[src/inc/meter_ui_pkg.sv]
// Purpose: Shared constants and types for the meter operator interface.
// Assumes: 100 MHz system clock, synchronous active-high reset.
// Notes:   Readings are signed display units; times derive from the clock rate.
package meter_ui_pkg;

    // ------------------------------------------------------------
    // Timing
    // ------------------------------------------------------------
    localparam int CLK_HZ          = 100_000_000;
    localparam int HOLD_ENTRY_S    = 2;                       // Choose key hold time
    localparam int SCROLL_S        = 4;                       // Auto scroll period
    localparam int DEBOUNCE_MS     = 10;
    localparam int REPEAT_MS       = 250;                     // Digit auto scroll period
    localparam int BLINK_MS        = 500;                     // Prompt alternation
    localparam int HOLD_ENTRY_CYC  = HOLD_ENTRY_S * CLK_HZ;
    localparam int SCROLL_CYC      = SCROLL_S * CLK_HZ;
    localparam int DEBOUNCE_CYC    = DEBOUNCE_MS * (CLK_HZ / 1000);
    localparam int REPEAT_CYC      = REPEAT_MS * (CLK_HZ / 1000);
    localparam int BLINK_CYC       = BLINK_MS * (CLK_HZ / 1000);
    localparam int SEC_CYC         = CLK_HZ;

    // ------------------------------------------------------------
    // Ranges and counts
    // ------------------------------------------------------------
    localparam logic signed [19:0] OFFSET_MAX  = 20'sd19999;
    localparam logic [7:0]         BAND_MAX    = 8'd199;
    localparam logic [13:0]        DELAY_MAX   = 14'd9999;
    localparam logic [3:0]         NUM_MODULES = 4'h4;
    localparam logic [3:0]         NUM_PARAMS  = 4'h4;
    localparam logic [3:0]         DIGIT_COUNT = 4'h5;

    // ------------------------------------------------------------
    // Types
    // ------------------------------------------------------------
    typedef enum logic [1:0] {
        VIEW_INPUT = 2'h0,
        VIEW_MAX   = 2'h1,
        VIEW_MIN   = 2'h2
    } view_t;

    typedef enum logic [3:0] {
        NO_FN                 = 4'h0,
        LOCK_FN               = 4'h1,
        CAPTURE_RESET_FN      = 4'h2,
        freeze_view_fn        = 4'h3,
        view_advance_fn       = 4'h4,
        intensity_step_fn     = 4'h5,
        backlight_toggle_fn   = 4'h6,
        transmit_request_fn   = 4'h7,
        transmit_and_clear_fn = 4'h8,
        OUT1_RESET_FN         = 4'h9,
        OUT2_RESET_FN         = 4'ha,
        BOTH_OUT_RESET_FN     = 4'hb
    } switch_fn_t;

    typedef enum logic [1:0] {
        MAX_TARGET          = 2'h0,
        MIN_TARGET          = 2'h1,
        both_capture_target = 2'h2,
        SHOWN_TARGET        = 2'h3
    } target_t;

    // Gray codes along display -> menu -> param -> edit
    typedef enum logic [1:0] {
        ST_DISPLAY = 2'b00,
        ST_MENU    = 2'b01,
        ST_PARAM   = 2'b11,
        ST_EDIT    = 2'b10
    } ui_state_t;

    typedef struct packed {
        logic       scroll_en;
        logic [1:0] filter_level;
        logic [7:0] filter_band;
        logic signed [19:0] offset;
        switch_fn_t fn;
        target_t    target;
        logic       max_en;
        logic       min_en;
        logic [13:0] max_delay;
        logic [13:0] min_delay;
        logic       locked;
    } cfg_t;

    typedef struct packed {
        logic out1_reset;
        logic out2_reset;
        logic transmit;
        logic intensity_up;
        logic color_toggle;
    } req_t;

endpackage

[src/meter_operator_interface.sv]
// Purpose: Operator keys, menu walk, display filtering and user switch actions.
// Assumes: Inputs synchronous to clk_in; parameter store lies outside this block.
// Notes:   Parameter contents are held outside; this block walks the menu only.
`timescale 1ns/1ns
module meter_operator_interface
    import meter_ui_pkg::*;
#(
    parameter int HOLD_CYC   = HOLD_ENTRY_CYC,
    parameter int SCROLL_P   = SCROLL_CYC,
    parameter int DEB_CYC    = DEBOUNCE_CYC,
    parameter int REP_CYC    = REPEAT_CYC,
    parameter int BLK_CYC    = BLINK_CYC,
    parameter int SECOND_CYC = SEC_CYC
) (
    // Clock and reset
    input  wire logic               clk_in,
    input  wire logic               reset_in,
    input  wire logic               clk_en_in,
    // Operator keys and switch, active high keys, active low switch
    input  wire logic               choose_key_in,
    input  wire logic               clear_key_in,
    input  wire logic               external_switch_pin_n_in,
    // Configuration and reading
    input  wire cfg_t               cfg_in,
    input  wire logic               reading_valid_in,
    input  wire logic signed [19:0] reading_in,
    // Display
    output logic signed [19:0]      shown_value_out,
    output view_t                   view_out,
    output ui_state_t               ui_state_out,
    output logic                    prompt_phase_out,
    output logic [3:0]              module_out,
    output logic [3:0]              param_out,
    output logic [2:0]              digit_out,
    output logic                    digit_step_out,
    output logic                    choice_step_out,
    output logic                    store_out,
    output logic                    commit_out,
    output logic                    load_defaults_out,
    output logic                    reset_msg_out,
    output logic                    edit_numeric_in_unused_out,
    // Requests
    output req_t                    req_out
);

    // ------------------------------------------------------------
    // Debounce and edge detection
    // ------------------------------------------------------------
    logic [2:0] raw;
    logic [2:0] stable;
    logic [2:0] stable_d;
    logic [2:0] rise;
    assign raw  = {~external_switch_pin_n_in, clear_key_in, choose_key_in};
    assign rise = stable & ~stable_d;

    genvar g;
    generate
        for (g = 0; g < 3; g++) begin : gen_deb
            logic [23:0] cnt;
            // A level must hold for the full window before it is believed
            always_ff @(posedge clk_in) begin
                if (reset_in) begin
                    cnt       <= 24'h0;
                    stable[g] <= 1'b0;
                end else if (clk_en_in) begin
                    if (raw[g] == stable[g]) begin
                        cnt <= 24'h0;
                    end else if (cnt >= 24'(DEB_CYC - 1)) begin
                        cnt       <= 24'h0;
                        stable[g] <= raw[g];
                    end else begin
                        cnt <= cnt + 24'h1;
                    end
                end
            end
        end
    endgenerate

    always_ff @(posedge clk_in) begin
        if (reset_in) stable_d <= 3'h0;
        else if (clk_en_in) stable_d <= stable;
    end

    logic choose_press, clear_press, sw_edge, sw_active, boot_done;
    // Power-up chord is no press
    assign choose_press = rise[0] && boot_done;
    assign clear_press  = rise[1] && boot_done;
    assign sw_edge      = rise[2];
    assign sw_active    = stable[2];

    // ------------------------------------------------------------
    // Power-up defaults check
    // ------------------------------------------------------------
    logic [23:0] boot_cnt;
    // Debounced keys sampled only after the debounce window, never under reset
    always_ff @(posedge clk_in) begin
        if (reset_in) begin
            boot_done         <= 1'b0;
            boot_cnt          <= 24'h0;
            load_defaults_out <= 1'b0;
            reset_msg_out     <= 1'b0;
        end else if (clk_en_in) begin
            load_defaults_out <= 1'b0;
            if (!boot_done) begin
                boot_cnt <= boot_cnt + 24'h1;
                if (boot_cnt >= 24'(DEB_CYC + 1)) begin
                    boot_done <= 1'b1;
                    if (stable[0] && stable[1]) begin
                        load_defaults_out <= 1'b1;
                        reset_msg_out     <= 1'b1;
                    end
                end
            end else if (choose_press || clear_press) begin
                reset_msg_out <= 1'b0;
            end
        end
    end

    // ------------------------------------------------------------
    // Filter and offset
    // ------------------------------------------------------------
    logic signed [19:0] filtered;
    logic signed [20:0] adj, diff, mag;
    logic signed [20:0] next_filt;
    assign adj  = 21'(reading_in) + 21'(cfg_in.offset);
    assign diff = adj - 21'(filtered);
    assign mag  = diff[20] ? -diff : diff;
    always_comb begin
        unique case (cfg_in.filter_level)
            2'd0:    next_filt = adj;
            2'd1:    next_filt = 21'(filtered) + (diff >>> 2);
            2'd2:    next_filt = 21'(filtered) + (diff >>> 3);
            default: next_filt = 21'(filtered) + (diff >>> 4);
        endcase
        if (cfg_in.filter_band != 8'h0 && mag > 21'(cfg_in.filter_band)) begin
            next_filt = adj;
        end
    end
    always_ff @(posedge clk_in) begin
        if (reset_in) filtered <= 20'sh0;
        else if (clk_en_in && reading_valid_in) filtered <= 20'(next_filt);
    end

    // ------------------------------------------------------------
    // Capture values with delay
    // ------------------------------------------------------------
    logic signed [19:0] max_val, min_val;
    logic [13:0] max_sec, min_sec;
    logic [27:0] sec_cnt;
    logic        sec_tick;
    logic        sw_reset_fn, clr_max, clr_min;
    assign sec_tick = (sec_cnt >= 28'(SECOND_CYC - 1));
    always_ff @(posedge clk_in) begin
        if (reset_in) sec_cnt <= 28'h0;
        else if (clk_en_in) sec_cnt <= sec_tick ? 28'h0 : sec_cnt + 28'h1;
    end

    // Capture clears by switch edge (with assignment) or clear key on shown view
    assign sw_reset_fn = sw_edge && (cfg_in.fn == CAPTURE_RESET_FN
                         || cfg_in.fn == transmit_and_clear_fn);
    always_comb begin
        clr_max = 1'b0;
        clr_min = 1'b0;
        if (sw_reset_fn) begin
            clr_max = cfg_in.target == MAX_TARGET || cfg_in.target == both_capture_target
                      || (cfg_in.target == SHOWN_TARGET && view_out == VIEW_MAX);
            clr_min = cfg_in.target == MIN_TARGET || cfg_in.target == both_capture_target
                      || (cfg_in.target == SHOWN_TARGET && view_out == VIEW_MIN);
        end
        if (ui_state_out == ST_DISPLAY && clear_press) begin
            clr_max = clr_max || view_out == VIEW_MAX;
            clr_min = clr_min || view_out == VIEW_MIN;
        end
    end

    // Delay counts whole seconds spent beyond the present capture
    always_ff @(posedge clk_in) begin
        if (reset_in) begin
            max_val <= 20'sh0;
            min_val <= 20'sh0;
            max_sec <= 14'h0;
            min_sec <= 14'h0;
        end else if (clk_en_in) begin
            if (clr_max) begin
                max_val <= filtered;
                max_sec <= 14'h0;
            end else if (filtered <= max_val) begin
                max_sec <= 14'h0;
            end else if (max_sec >= cfg_in.max_delay) begin
                max_val <= filtered;
                max_sec <= 14'h0;
            end else if (sec_tick) begin
                max_sec <= max_sec + 14'h1;
            end
            if (clr_min) begin
                min_val <= filtered;
                min_sec <= 14'h0;
            end else if (filtered >= min_val) begin
                min_sec <= 14'h0;
            end else if (min_sec >= cfg_in.min_delay) begin
                min_val <= filtered;
                min_sec <= 14'h0;
            end else if (sec_tick) begin
                min_sec <= min_sec + 14'h1;
            end
        end
    end

    // ------------------------------------------------------------
    // Display view selection
    // ------------------------------------------------------------
    logic [31:0] scroll_cnt;
    logic        step_view;
    view_t       next_view;
    always_comb begin
        next_view = VIEW_INPUT;
        unique case (view_out)
            VIEW_INPUT: next_view = cfg_in.max_en ? VIEW_MAX
                                  : (cfg_in.min_en ? VIEW_MIN : VIEW_INPUT);
            VIEW_MAX:   next_view = cfg_in.min_en ? VIEW_MIN : VIEW_INPUT;
            default:    next_view = VIEW_INPUT;
        endcase
    end
    assign step_view = ui_state_out == ST_DISPLAY && (choose_press
                       || (sw_edge && cfg_in.fn == view_advance_fn)
                       || (cfg_in.scroll_en && scroll_cnt >= 32'(SCROLL_P - 1)));
    always_ff @(posedge clk_in) begin
        if (reset_in) begin
            view_out   <= VIEW_INPUT;
            scroll_cnt <= 32'h0;
        end else if (clk_en_in) begin
            scroll_cnt <= step_view ? 32'h0 : scroll_cnt + 32'h1;
            if (step_view) view_out <= next_view;
        end
    end

    // Hold freezes only the assigned view; other logic keeps running
    logic freeze;
    always_comb begin
        freeze = sw_active && cfg_in.fn == freeze_view_fn;
        unique case (cfg_in.target)
            MAX_TARGET:          freeze = freeze && view_out == VIEW_MAX;
            MIN_TARGET:          freeze = freeze && view_out == VIEW_MIN;
            both_capture_target: freeze = freeze && view_out != VIEW_INPUT;
            default:             freeze = freeze;
        endcase
    end
    // Same scale and point for every view: all use one unit domain
    always_ff @(posedge clk_in) begin
        if (reset_in) shown_value_out <= 20'sh0;
        else if (clk_en_in && !freeze) begin
            unique case (view_out)
                VIEW_MAX: shown_value_out <= max_val;
                VIEW_MIN: shown_value_out <= min_val;
                default:  shown_value_out <= filtered;
            endcase
        end
    end

    // ------------------------------------------------------------
    // Switch requests
    // ------------------------------------------------------------
    always_ff @(posedge clk_in) begin
        if (reset_in) req_out <= '0;
        else if (clk_en_in) begin
            req_out.transmit     <= sw_edge && (cfg_in.fn == transmit_request_fn
                                    || cfg_in.fn == transmit_and_clear_fn);
            req_out.intensity_up <= sw_edge && cfg_in.fn == intensity_step_fn;
            req_out.color_toggle <= sw_edge && cfg_in.fn == backlight_toggle_fn;
            req_out.out1_reset   <= (sw_edge && (cfg_in.fn == OUT1_RESET_FN
                                    || cfg_in.fn == BOTH_OUT_RESET_FN))
                                    || (ui_state_out == ST_DISPLAY && clear_press
                                    && view_out == VIEW_INPUT);
            req_out.out2_reset   <= (sw_edge && (cfg_in.fn == OUT2_RESET_FN
                                    || cfg_in.fn == BOTH_OUT_RESET_FN))
                                    || (ui_state_out == ST_DISPLAY && clear_press
                                    && view_out == VIEW_INPUT);
        end
    end

    // ------------------------------------------------------------
    // Programming menu
    // ------------------------------------------------------------
    logic [31:0] hold_cnt, rep_cnt, blink_cnt;
    logic        locked, hold_done, rep_tick;
    assign locked    = cfg_in.locked || (cfg_in.fn == LOCK_FN && sw_active);
    assign hold_done = hold_cnt == 32'(HOLD_CYC - 1);
    assign rep_tick  = stable[1] && rep_cnt >= 32'(REP_CYC - 1);
    // Parameter 0 of each module is treated as numeric, the rest as selections
    assign edit_numeric_in_unused_out = param_out == 4'h0;

    always_ff @(posedge clk_in) begin
        if (reset_in) begin
            hold_cnt  <= 32'h0;
            rep_cnt   <= 32'h0;
            blink_cnt <= 32'h0;
            prompt_phase_out <= 1'b0;
        end else if (clk_en_in) begin
            hold_cnt <= (stable[0] && !hold_done) ? hold_cnt + 32'h1
                        : (stable[0] ? hold_cnt : 32'h0);
            rep_cnt  <= (stable[1] && !rep_tick && !clear_press) ? rep_cnt + 32'h1 : 32'h0;
            if (blink_cnt >= 32'(BLK_CYC - 1)) begin
                blink_cnt        <= 32'h0;
                prompt_phase_out <= ~prompt_phase_out;
            end else begin
                blink_cnt <= blink_cnt + 32'h1;
            end
        end
    end

    always_ff @(posedge clk_in) begin
        if (reset_in) begin
            ui_state_out    <= ST_DISPLAY;
            module_out      <= 4'h0;
            param_out       <= 4'h0;
            digit_out       <= 3'h0;
            digit_step_out  <= 1'b0;
            choice_step_out <= 1'b0;
            store_out       <= 1'b0;
            commit_out      <= 1'b0;
        end else if (clk_en_in) begin
            digit_step_out  <= 1'b0;
            choice_step_out <= 1'b0;
            store_out       <= 1'b0;
            commit_out      <= 1'b0;
            unique case (ui_state_out)
                ST_DISPLAY: if (hold_cnt == 32'(HOLD_CYC - 2) && !locked) begin
                    ui_state_out <= ST_MENU;
                    module_out   <= 4'h0;
                end
                ST_MENU: begin
                    if (clear_press) begin
                        module_out <= (module_out == NUM_MODULES) ? 4'h0
                                      : module_out + 4'h1;
                    end else if (choose_press) begin
                        if (module_out == 4'h0) begin
                            commit_out   <= 1'b1;
                            ui_state_out <= ST_DISPLAY;
                        end else begin
                            ui_state_out <= ST_PARAM;
                            param_out    <= 4'h0;
                        end
                    end
                end
                ST_PARAM: begin
                    if (clear_press) begin
                        if (param_out == 4'h0) begin
                            ui_state_out <= ST_EDIT;
                            digit_out    <= 3'h0;
                        end else begin
                            choice_step_out <= 1'b1;
                        end
                    end else if (choose_press) begin
                        store_out <= 1'b1;
                        if (param_out == NUM_PARAMS - 4'h1) ui_state_out <= ST_MENU;
                        else param_out <= param_out + 4'h1;
                    end
                end
                ST_EDIT: begin
                    if (clear_press || rep_tick) begin
                        digit_step_out <= 1'b1;
                    end else if (choose_press) begin
                        if (digit_out == 3'(DIGIT_COUNT - 4'h1)) begin
                            store_out    <= 1'b1;
                            ui_state_out <= ST_PARAM;
                            param_out    <= param_out + 4'h1;
                        end else begin
                            digit_out <= digit_out + 3'h1;
                        end
                    end
                end
            endcase
        end
    end

endmodule

[config.mk]
export PLATFORM = sky130hd
export DESIGN_NAME = meter_operator_interface
export DESIGN_NICKNAME = d
export VERILOG_FILES = /design/src/inc/meter_ui_pkg.sv /design/src/meter_operator_interface.sv
export SDC_FILE = /design/constraint.sdc
export NUM_CORES = 1
export LEC_CHECK = 0
export BUFFER_PORTS_ARGS = -buffer_cell sky130_fd_sc_hd__buf_2
export CORE_MARGIN = 5
export CORE_UTILIZATION = 52
export CTS_CLUSTER_SIZE = 40
export DETAILED_ROUTE_END_ITERATION = 8
export PLACE_DENSITY = 0.76
export SKIP_CTS_REPAIR_TIMING = 1
export SLEW_MARGIN = 20
export SYNTH_ARGS = -nofsm -noshare
export SYNTH_HDL_FRONTEND = slang
export SYNTH_SLANG_ARGS = --single-unit
[constraint.sdc]
create_clock -name clk_in -period 11.9 [get_ports clk_in]
set_input_delay 2.38 -clock clk_in [delete_from_list [all_inputs] [get_ports clk_in]]
set_output_delay 2.38 -clock clk_in [all_outputs]
set_load 0.01 [all_outputs]
# ---- Yosys cells after proc, flatten, opt, wreduce, memory -nomap -nowiden
# Cells that the tools add are included.
dict set report classes {
  addsub 20
  multipliers 0
  n_div 0
  magnitude_cmp 13
  n_eq_ne 50
  shift 0
  mux 94
  bitwise 8
  reduce_logical 84
}
# op n
set op_table {}
lappend op_table {{two-way mux 32 bit} 5}
lappend op_table {{two-way mux 24 bit} 6}
lappend op_table {{two-way mux 20 bit} 7}
lappend op_table {{adder 32 x 1 -> 32 bit, second input constant} 4}
lappend op_table {{two-way mux 14 bit} 8}
lappend op_table {{adder 24 x 1 -> 24 bit, second input constant} 4}
lappend op_table {{>= comparator 24 x 20 -> 1 bit, second input constant} 4}
lappend op_table {{equality test 32 x 28 -> 1 bit, second input constant} 2}
lappend op_table {{case mux 20 bit (3 select lines)} 1}
lappend op_table {{two-way mux 4 bit} 12}
lappend op_table {{case mux 20 bit (2 select lines)} 1}
lappend op_table {{>= comparator 32 x 25 -> 1 bit, second input constant} 1}
lappend op_table {{>= comparator 32 x 26 -> 1 bit, second input constant} 1}
lappend op_table {{>= comparator 32 x 29 -> 1 bit, second input constant} 1}
lappend op_table {{inequality test 2 bit, second input constant} 15}
lappend op_table {{logical AND 1 bit} 29}
lappend op_table {{adder 14 x 1 -> 14 bit, second input constant} 2}
lappend op_table {{adder 28 x 1 -> 28 bit, second input constant} 1}
lappend op_table {{>= comparator 14 bit} 2}
lappend op_table {{>= comparator 28 x 27 -> 1 bit, second input constant} 1}
lappend op_table {{two-way mux 28 bit} 1}
lappend op_table {{two-way mux 1 bit} 27}
lappend op_table {{two-way mux 2 bit} 13}
lappend op_table {{adder 20 x 20 -> 21 bit} 1}
lappend op_table {{46 further kinds} 120}
dict set report totals {
  ff_bits 394
  latchBits 0
  ram_bits 0
  mem_bits_ro 0
  out_inout_bits 48
  elab_cells 306
  n_memories 0
}

# ---- Longest topological paths before layout
# Gate-level depths: netlist (run 1).
dict set report depth {
  ltp_word 8
  mapped_depth 37
}

# ---- Least setup slack after synthesis (run 1)
# No wires, ideal clock.
dict set report synth_path {
  path_type {input -> register}
  startpoint {input port cfg_in[37] (netlist name)}
  endpoint {register filtered[11]}
  setup_time_ns 0.086
  t_arrival_ns 8.901
  slack_ns 2.913
  stages 37
  n_path_buf 3
  cell_sequence {ha_1 fa_1 a211oi_1 o21ai_1 and3_1 o31ai_1 nand2b_1 a21o_1 and2_1 o21ai_0 nand2b_1 xor2_1 ha_1 a21o_2 a21o_1 o31ai_1 a21oi_2 xnor3_2 clkbuf_1 nor2_1 a21oi_1 ha_1 nor2b_1 o21a_1 o21a_1 o21a_1 o21a_1 o21ai_0 a21oi_1 a211oi_1 a21boi_0 o2111ai_1 o21ba_1 buf_6 buf_12 mux2i_1 a211oi_1}
}
dict set report synth_between {
  elab_chain_len 7
  elab_cells_between_ends 11
}
# item line
set synth_lines {}
lappend synth_lines {{from (decl)} meter_operator_interface.sv:24} ;# input wire cfg_t cfg_in,
lappend synth_lines {{adder 20 x 20 -> 21 bit *} meter_operator_interface.sv:125} ;# assign adj = 21'(reading_in) + 21'(cfg_in.offset);
lappend synth_lines {{subtractor 21 x 20 -> 21 bit} meter_operator_interface.sv:126} ;# assign diff = adj - 21'(filtered);
lappend synth_lines {{negator 21 bit} meter_operator_interface.sv:127} ;# assign mag = diff[20] ? -diff : diff;
lappend synth_lines {{two-way mux 21 bit} meter_operator_interface.sv:127}
lappend synth_lines {{greater-than comparator 21 x 8 -> 1 bit} meter_operator_interface.sv:135} ;# if (cfg_in.filter_band != 8'h0 && mag > 21'(cfg_in.filter_band)) begin
lappend synth_lines {{logical AND 1 bit} meter_operator_interface.sv:135}
lappend synth_lines {{two-way mux 20 bit *} meter_operator_interface.sv:135}
lappend synth_lines {{to (signal assigned)} meter_operator_interface.sv:141} ;# else if (clk_en_in && reading_valid_in) filtered <= 20'(next_filt);
lappend synth_lines {{to (decl)} meter_operator_interface.sv:122} ;# logic signed [19:0] filtered;
# Every way passes the cells marked *; elsewhere a longest branch is shown, timed or not.
# A chain may end at the register's enable or synchronous reset.

# ---- Worst setup path after layout (run 1)
dict set report layout_path {
  startpoint {input port cfg_in[38] (netlist name)}
  endpoint {register filtered[10]}
}
# Same word-level chain as after synthesis.

==> results of run 1 <==
[registers in the layout, indices dropped and copies added, names as in the netlist, 4 cells and up]
signal	cells
gen_deb.cnt	72
max_sec	14
min_val	20
max_val	20
sec_cnt	28
shown_value_out	20
scroll_cnt	32
req_out	5
filtered	20
min_sec	14
blink_cnt	32
module_out	4
param_out	4
boot_cnt	24
rep_cnt	32
hold_cnt	32
[cell type report]
type	instances	area share [%]
Clock buffer	56	4.59
Multi-Input combinational cell	2308	56.0
Sequential cell	394	29.9
Inverter	166	2.36
Tap cell	600	2.84
Clock inverter	20	1.31
Timing Repair Buffer	153	3.04
[logic make-up (layout without fill, tap and decap cells)]
family / after synthesis / count (layout) / synth area share (%)
AND/OR/NAND/NOR: 1246 / 1246 / 25.3
AO/OA/AOI/OAI: 613 / 613 / 16.9
flip-flops: 394 / 394 / 33.0
buffers and inverters: 294 / 395 / 5.08
XOR/XNOR: 231 / 231 / 8.67
adder cells (fa/ha/maj): 170 / 170 / 9.00
multiplexers: 48 / 48 / 2.03
[layout by cell type, fill, tap and decap left out, types with 48 or more instances in the layout]
cell | netlist | final
nor2_1 | 539 | 539
dfxtp_1 | 394 | 394
a21oi_1 | 224 | 224
nand2_1 | 170 | 170
ha_1 | 167 | 167
inv_1 | 163 | 163
buf_2 | 1 | 140
xor2_1 | 127 | 127
nand3_1 | 101 | 101
xnor2_1 | 100 | 100
and3_1 | 94 | 94
o21ai_0 | 90 | 90
nand4_1 | 65 | 65
a211oi_1 | 51 | 51
nor3b_1 | 48 | 48
[worst register-to-register path: cells and delay by family (launching register included)]
| kind | cells | cell delay (ns) |
|---|---|---|
| AOI/OAI and AO/OA | 17 | 3.43 |
| adders and majority gates | 3 | 0.98 |
| and+or+nand+nor | 3 | 0.48 |
| xor gates and xnor gates | 1 | 0.43 |
| DFF | 1 | 0.40 |
| muxes | 1 | 0.21 |
[final timing paths]
kind / end / startpoint / slack, ns / cells after the start
worst max-delay path: filtered[10] / cfg_in[38] / 2.49 / 35
worst min-delay path: commit_out / commit_out / 0.47 / 2
worst max register to register: filtered[10] / filtered[0] / 5.84 / 25
worst min register to register: commit_out / commit_out / 0.47 / 2
[power by group]
part	switching (mW)	internal, mW
logic	0.596	0.385
clock network	0.562	0.897
registers	0.0192	1.33
[metal layers]
| metal | track usage (%) | wire (um) | up-vias |
|---|---|---|---|
| met5 | 0 | 8 | - |
| met4 | 6.36 | 1420 | 2 |
| met3 | 3.65 | 3190 | 96 |
| met2 | 38.6 | 27600 | 549 |
| met1 | 29.3 | 26500 | 10300 |
| li1 | - | - | 10700 |
==> results by group, run 1 <==
GRT
  • Pin count of the biggest net entering global routing: 93
  • First-pass GRT wire length: 98.2 mm
  • Vias in the first global route: a little over 20,000
  • Initial antenna violation count: 1
  • Gr ovfl total: 0
  • Tot GR Track Use: between 20% and 30%

Layout
  • Footprint of the multi-input gates: around 15,000 um2
  • Post-route design area: 26,400 um2
  • Fillers: between 4,000 and 5,000
  • Final nets: 3,330
  • Sequential cell area: between 7000 and 8000 um2
  • Antenna cell count: 0
  • Post-layout util: between 50 and 60%
  • Share of cells above drive strength 1: a little under a tenth
  • Final Non-Filler Cells: about 3,700
  • Area growth from synthesis to layout: 10.6%

Synthesis
  • Area contributors post-synth: dfxtp_1 33%, ha_1 8.7%, nor2_1 8.5%, a21oi_1 4.7%, xor2_1 4.7%
  • Commonest cells in the netlist: 539 x nor2_1, 394 x dfxtp_1, 224 x a21oi_1
  • Register area share after synthesis: approximately 33%
  • Distinct cell type count after synthesis: 104
  • Syn Std Cell Area: roughly 24,000 um2
  • Top_reg_cell synth: dfxtp_1
  • Synth area leader: dfxtp_1
  • #FFs+latches synth: between 300 and 400
  • Mapped Avg Cell Area: roughly 8 um2
  • Ys Warns: 0
  • Top-count cell post-synth: nor2_1
  • Syn nets: about 3,300
  • Gate Count Post-Synth: between 2,000 and 3,000
  • EDFF count, synth: 0
  • Synth async-reset ratio: 0%
  • Post-synth top area share: about 33%

Timing
  • TNS Setup: 0 ns
  • Final worst slack: about 2.5 ns
  • Max-slew headroom: 34.0%
  • Peak Freq: approximately 110 MHz
  • WHS: around 0.47 ns
  • Final setup violating endpoints: 0
  • Count of final max-slew check failures: 0
  • RSZ-0062 raised after global routing: no
  • Final Hold Viols: 0
  • Tcrit/Tclk final: between 70 and 80%
  • Period minus WS final: approximately 9.4 ns
  • Post-route clock skew: 0.0233 ns
  • Pin slew with the least headroom to its limit: 0.981 ns

Floorplanning
  • Die Wd: approximately 220 um
  • Core Box Area: between 40,000 and 50,000 um2
  • DIE AREA: between 50,000 and 60,000 um2
  • Die H: around 220 um
  • Core Rows: 78
  • # IOs: around 140
  • Initial Util: between 50 and 60%

Route
  • DR WL/cell: roughly 16 um
  • 1st-pass router iterations: 5
  • Post-route ant nets: 0
  • Residual DRC: 0
  • Initial DRC count: around 1,500
  • DRT Wirelength: around 59 mm
  • Post-DR vias/cell: just under 6
  • Via count: between 20,000 and 25,000

Setup path
  • Worst Path Required: 12.35 ns
  • Critical path class: in2reg
  • Slowest stage delay, CP: 0.45 ns
  • Worst Setup End Kind: flop
  • Arrival time at the worst endpoint: ~9.9 ns
  • CP delay by family, top: compound AO/OA/AOI/OAI gates
  • CP Launch Type: input port
  • Bufs and invs on worst path: 1
  • Slowest cell on crit path: xnor3_2
  • Crit-path max FO: 19

Clock tree
  • CTS tree: yes
  • CTS root buf: clkbuf_16
  • TritonCTS buffer count: 42
  • Max Root-Sink Buffers: 3
  • Insertion delay to the later sink of the worst-skew pair: between 0.5 and 0.6 ns
  • Clk sinks: approximately 390
  • Clock transition at path regs: 0.06 ns
  • H-tree Lvls: 2

Outcome
  • Outcome: finished clean

Power
  • Pwr Density: approximately 140 nW/um2
  • Peak VDD IR: ~95 uV
  • Lkg Pwr: roughly 11 nW
  • Total power: around 3.8 mW

Place
  • Placed Cells: between 3,000 and 4,000
  • Area after DPL: around 25,000 um2
  • Buffers on Ports: roughly 140
  • GPL Wtd Cong: 0.906
  • Dpl hpwl: 42.3 mm
  • Post-Place Worst Slack: between 1.5 and 2 ns

Hold path
  • Worst Hold Class: reg2reg

Flow run
  • Max-cap viol count: 0
Note: power is estimated with default switching activity, not from simulation.
==> run 2: changes to the inputs <==
Clock period 11.9 ns to 9.2 ns, I/O delays scaled along.
==> run 2 against run 1 <==
  * Sequential power rose by 30%
  * Wire length fell by 2.0%
  * Flip-flop and latch count did not move
  * Combinational power rose by 30%
  * Largest power group unchanged
  * Clock power rose by 23%
  * Count of clock-buffer cells in the layout rose by 5
  * Non-clock buffer count rose by 3
  * Highest routed layer is now met4
  * Register-to-register slack got worse by 2.4 ns
  * Die area did not move
==> results by group, run 2 (synthesis gave the netlist of run 1 again) <==
GRT
  • Tot GR Track Use: 22.0% (-0.47 points)
  • Gr ovfl total: 0 (unchanged)
  • Pin count of the biggest net entering global routing: 73 (-22%)
  • Vias in the first global route: 20,100 (-3.0%)
  • First-pass GRT wire length: 96.6 mm (-1.5%)
  • Initial antenna violation count: 0 (-1)

Timing
  • WHS: 0.459 ns (-0.00839 ns)
  • Final Hold Viols: 0 (unchanged)
  • Tcrit/Tclk final: between 90% and 100%
  • Max-slew headroom: 27.1% (-6.9 points)
  • Peak Freq: roughly 120 MHz
  • Post-route clock skew: 0.0314 ns (+0.00815 ns)
  • Count of final max-slew check failures: 0 (unchanged)
  • Period minus WS final: 8.56 ns
  • TNS Setup: 0 ns (unchanged)
  • Pin slew with the least headroom to its limit: 1.08 ns (+0.103 ns)
  • Final setup violating endpoints: 0 (unchanged)
  • RSZ-0062 raised after global routing: no

Floorplanning
  • Die H: 224 um (unchanged)
  • Initial Util: 52.6% (unchanged)
  • Core Rows: 78 (unchanged)
  • DIE AREA: 50,300 um2 (unchanged)
  • Die Wd: 224 um (unchanged)
  • # IOs: 143 (unchanged)
  • Core Box Area: 45,400 um2 (unchanged)

Power
  • Total net switching power: 1.50 mW (+27%)
  • Sequential Power Share: 36.3% (+0.7 points)
  • Switching part of the total: 31.1% (+0.062 points)
  • Peak VDD IR: 158 uV (+66%)
  • Int Pwr: 3.31 mW (+27%)
  • Pwr Density: 182 nW/um2 (+27%)
  • Clock power share: 37.3% (-1.2 points)
  • Lkg Pwr: 10.8 nW (about the same)
  • Comb pwr share: 26.4% (+0.5 points)

Route
  • Post-route ant nets: 0 (unchanged)
  • 1st-pass router iterations: 6 (+1)
  • DR WL/cell: 15.5 um (-2.1%)
  • DRT Wirelength: 57.5 mm (-2.0%)
  • Initial DRC count: 1,541 (+0.46%)
  • Via count: 21,400 (-1.0%)
  • Residual DRC: 0 (unchanged)
  • Post-DR vias/cell: 5.79 (-1.1%)

Setup path
  • Worst Path Required: 9.66 ns (-2.69 ns)
  • Arrival time at the worst endpoint: 9.01 ns (-0.85 ns)
  • Cell repeated most along the worst path: o21a_1
  • R2r endpoint: filtered[13]
  • CP Launch Type: input port
  • Critical path class: in2reg
  • Slowest stage delay, CP: 0.44 ns (about the same)
  • Worst R2R Start: filtered[0]
  • Reg2Reg Depth: 26 (+4.0%)
  • Crit-path max FO: 19 (unchanged)
  • Slowest cell on crit path: o31ai_1
  • Worst reg-to-reg setup slack: 3.43 ns (-2.41 ns)
  • Worst Setup End Kind: flop

Clock tree
  • CTS tree: yes
  • H-tree Lvls: 2 (unchanged)
  • CTS root buf: clkbuf_16
  • Max Root-Sink Buffers: 3 (unchanged)
  • Clk sinks: 394 (unchanged)
  • TritonCTS buffer count: 42 (unchanged)
  • Insertion delay to the later sink of the worst-skew pair: 0.58 ns (about the same)
  • Clock transition at path regs: 0.06 ns (about the same)

Outcome
  • Outcome: finished clean

Layout
  • Largest register by flop count: gen_deb.cnt
  • Max reg flops: 72 (unchanged)
  • Footprint of the multi-input gates: 14,800 um2 (unchanged)
  • Sequential cell area: 7890 um2 (unchanged)
  • Fillers: 3,976 (-2.5%)
  • Most common cell after layout, fill and taps aside: nor2_1
  • Share of cells above drive strength 1: 9.35% (-0.041 points)
  • Antenna cell count: 0 (unchanged)
  • Area growth from synthesis to layout: 10.4%
  • Final nets: 3,333 (+0.090%)
  • Most frequent cells in the layout: 539 x nor2_1, 394 x dfxtp_1, 224 x a21oi_1

Place
  • Buffers on Ports: 142 (unchanged)
  • Dpl hpwl: 41.8 mm (-0.98%)
  • GPL Wtd Cong: 0.906 (about the same)

Hold path
  • Min-Delay Path Depth: 1 (-1)
  • Hold Path Sink: gen_deb[2].cnt[20]
  • Beginning of the worst hold path: gen_deb[2].cnt[20]
  • Worst Hold Class: reg2reg

Flow run
  • Max-cap viol count: 0 (unchanged)
## run 2: cell count changes in the layout (fill, tap and decap cells not counted), moves of 2 or more
cell / previous run / this run
buf_4: 12 / 14
bufinv_16: 8 / 5
clkbuf_1: 3 / 6
clkbuf_8: 11 / 13
clkinv_2: 4 / 6
clkinvlp_4: 3 / 0
## run 2: power groups by stage
stage / registers [mW] / clock network (mW) / logic, mW
4_1_cts: 1.75 / 1.83 / 1.25
2_1_floorplan: 1.78 / 0 / 0.987
6_report: 1.75 / 1.80 / 1.27
5_1_grt: 1.75 / 1.90 / 1.39
3_3_place_gp: 1.78 / 0 / 1.20
3_5_place_dp: 1.78 / 0 / 1.24
## run 2: worst max-delay path: cells and delay by family
| family | cells | cell delay (ns) |
|---|---|---|
| buffers and inverters | 2 | 0.27 |
| AO/OA/AOI/OAI | 21 | 4.20 |
| XOR/XNOR | 2 | 0.50 |
| AND/OR/NAND/NOR | 6 | 0.78 |
| adder cells (fa/ha/maj) | 4 | 1.28 |
| multiplexers | 1 | 0.15 |
## run 2: how the worst max path moves through the flow
stage                          start           end  slack [ns]  depth (start not counted)
final                     cfg_in[37]  filtered[13]        0.64                         36
after global routing      cfg_in[37]  filtered[10]        0.14                         36
after CTS                 cfg_in[37]  filtered[13]        0.69                         36
after detailed placement  cfg_in[37]  filtered[13]        0.15                         36
after global placement    cfg_in[37]   filtered[5]        0.30                         36
after floorplan           cfg_in[37]  filtered[13]        0.75                         37
## run 2: layout make-up
cell class	instances	share of cell area, %
Timing Repair Buffer	156	3.17
Sequential cell	394	29.9
Inverter	166	2.36
Tap cell	600	2.85
Clock inverter	15	0.887
Clock buffer	61	4.75
Multi-Input combinational cell	2308	56.1
## run 2: layer usage
| metal | up-vias | global-route usage, % | part of all wire, % |
|---|---|---|---|
| li1 | 10700 | - | - |
| met1 | 10100 | 30.2 | 46 |
| met3 | 87 | 2.87 | 5.3 |
| met2 | 585 | 36.3 | 46 |
| met5 | - | 0 | 0 |
| met4 | 0 | 6.46 | 2.4 |
## run 2: stage by stage
| stage | std cells | util (%) | instance area (um2) | setup slack [ns] | power [mW] |
|---|---|---|---|---|---|
| 6_report | 3700 | 58.1 | 26400 | 0.645 | 4.81 |
| 5_1_grt | 3700 | 58.1 | 26400 | 0.142 | 5.04 |
| 4_1_cts | 3700 | 58.1 | 26400 | 0.685 | 4.83 |
| 3_5_place_dp | 3624 | 54.8 | 24900 | 0.148 | 3.02 |
| 3_3_place_gp | 3624 | 54.8 | 24900 | 0.301 | 2.98 |
| 2_1_floorplan | 2996 | - | 23900 | 0.753 | 2.76 |
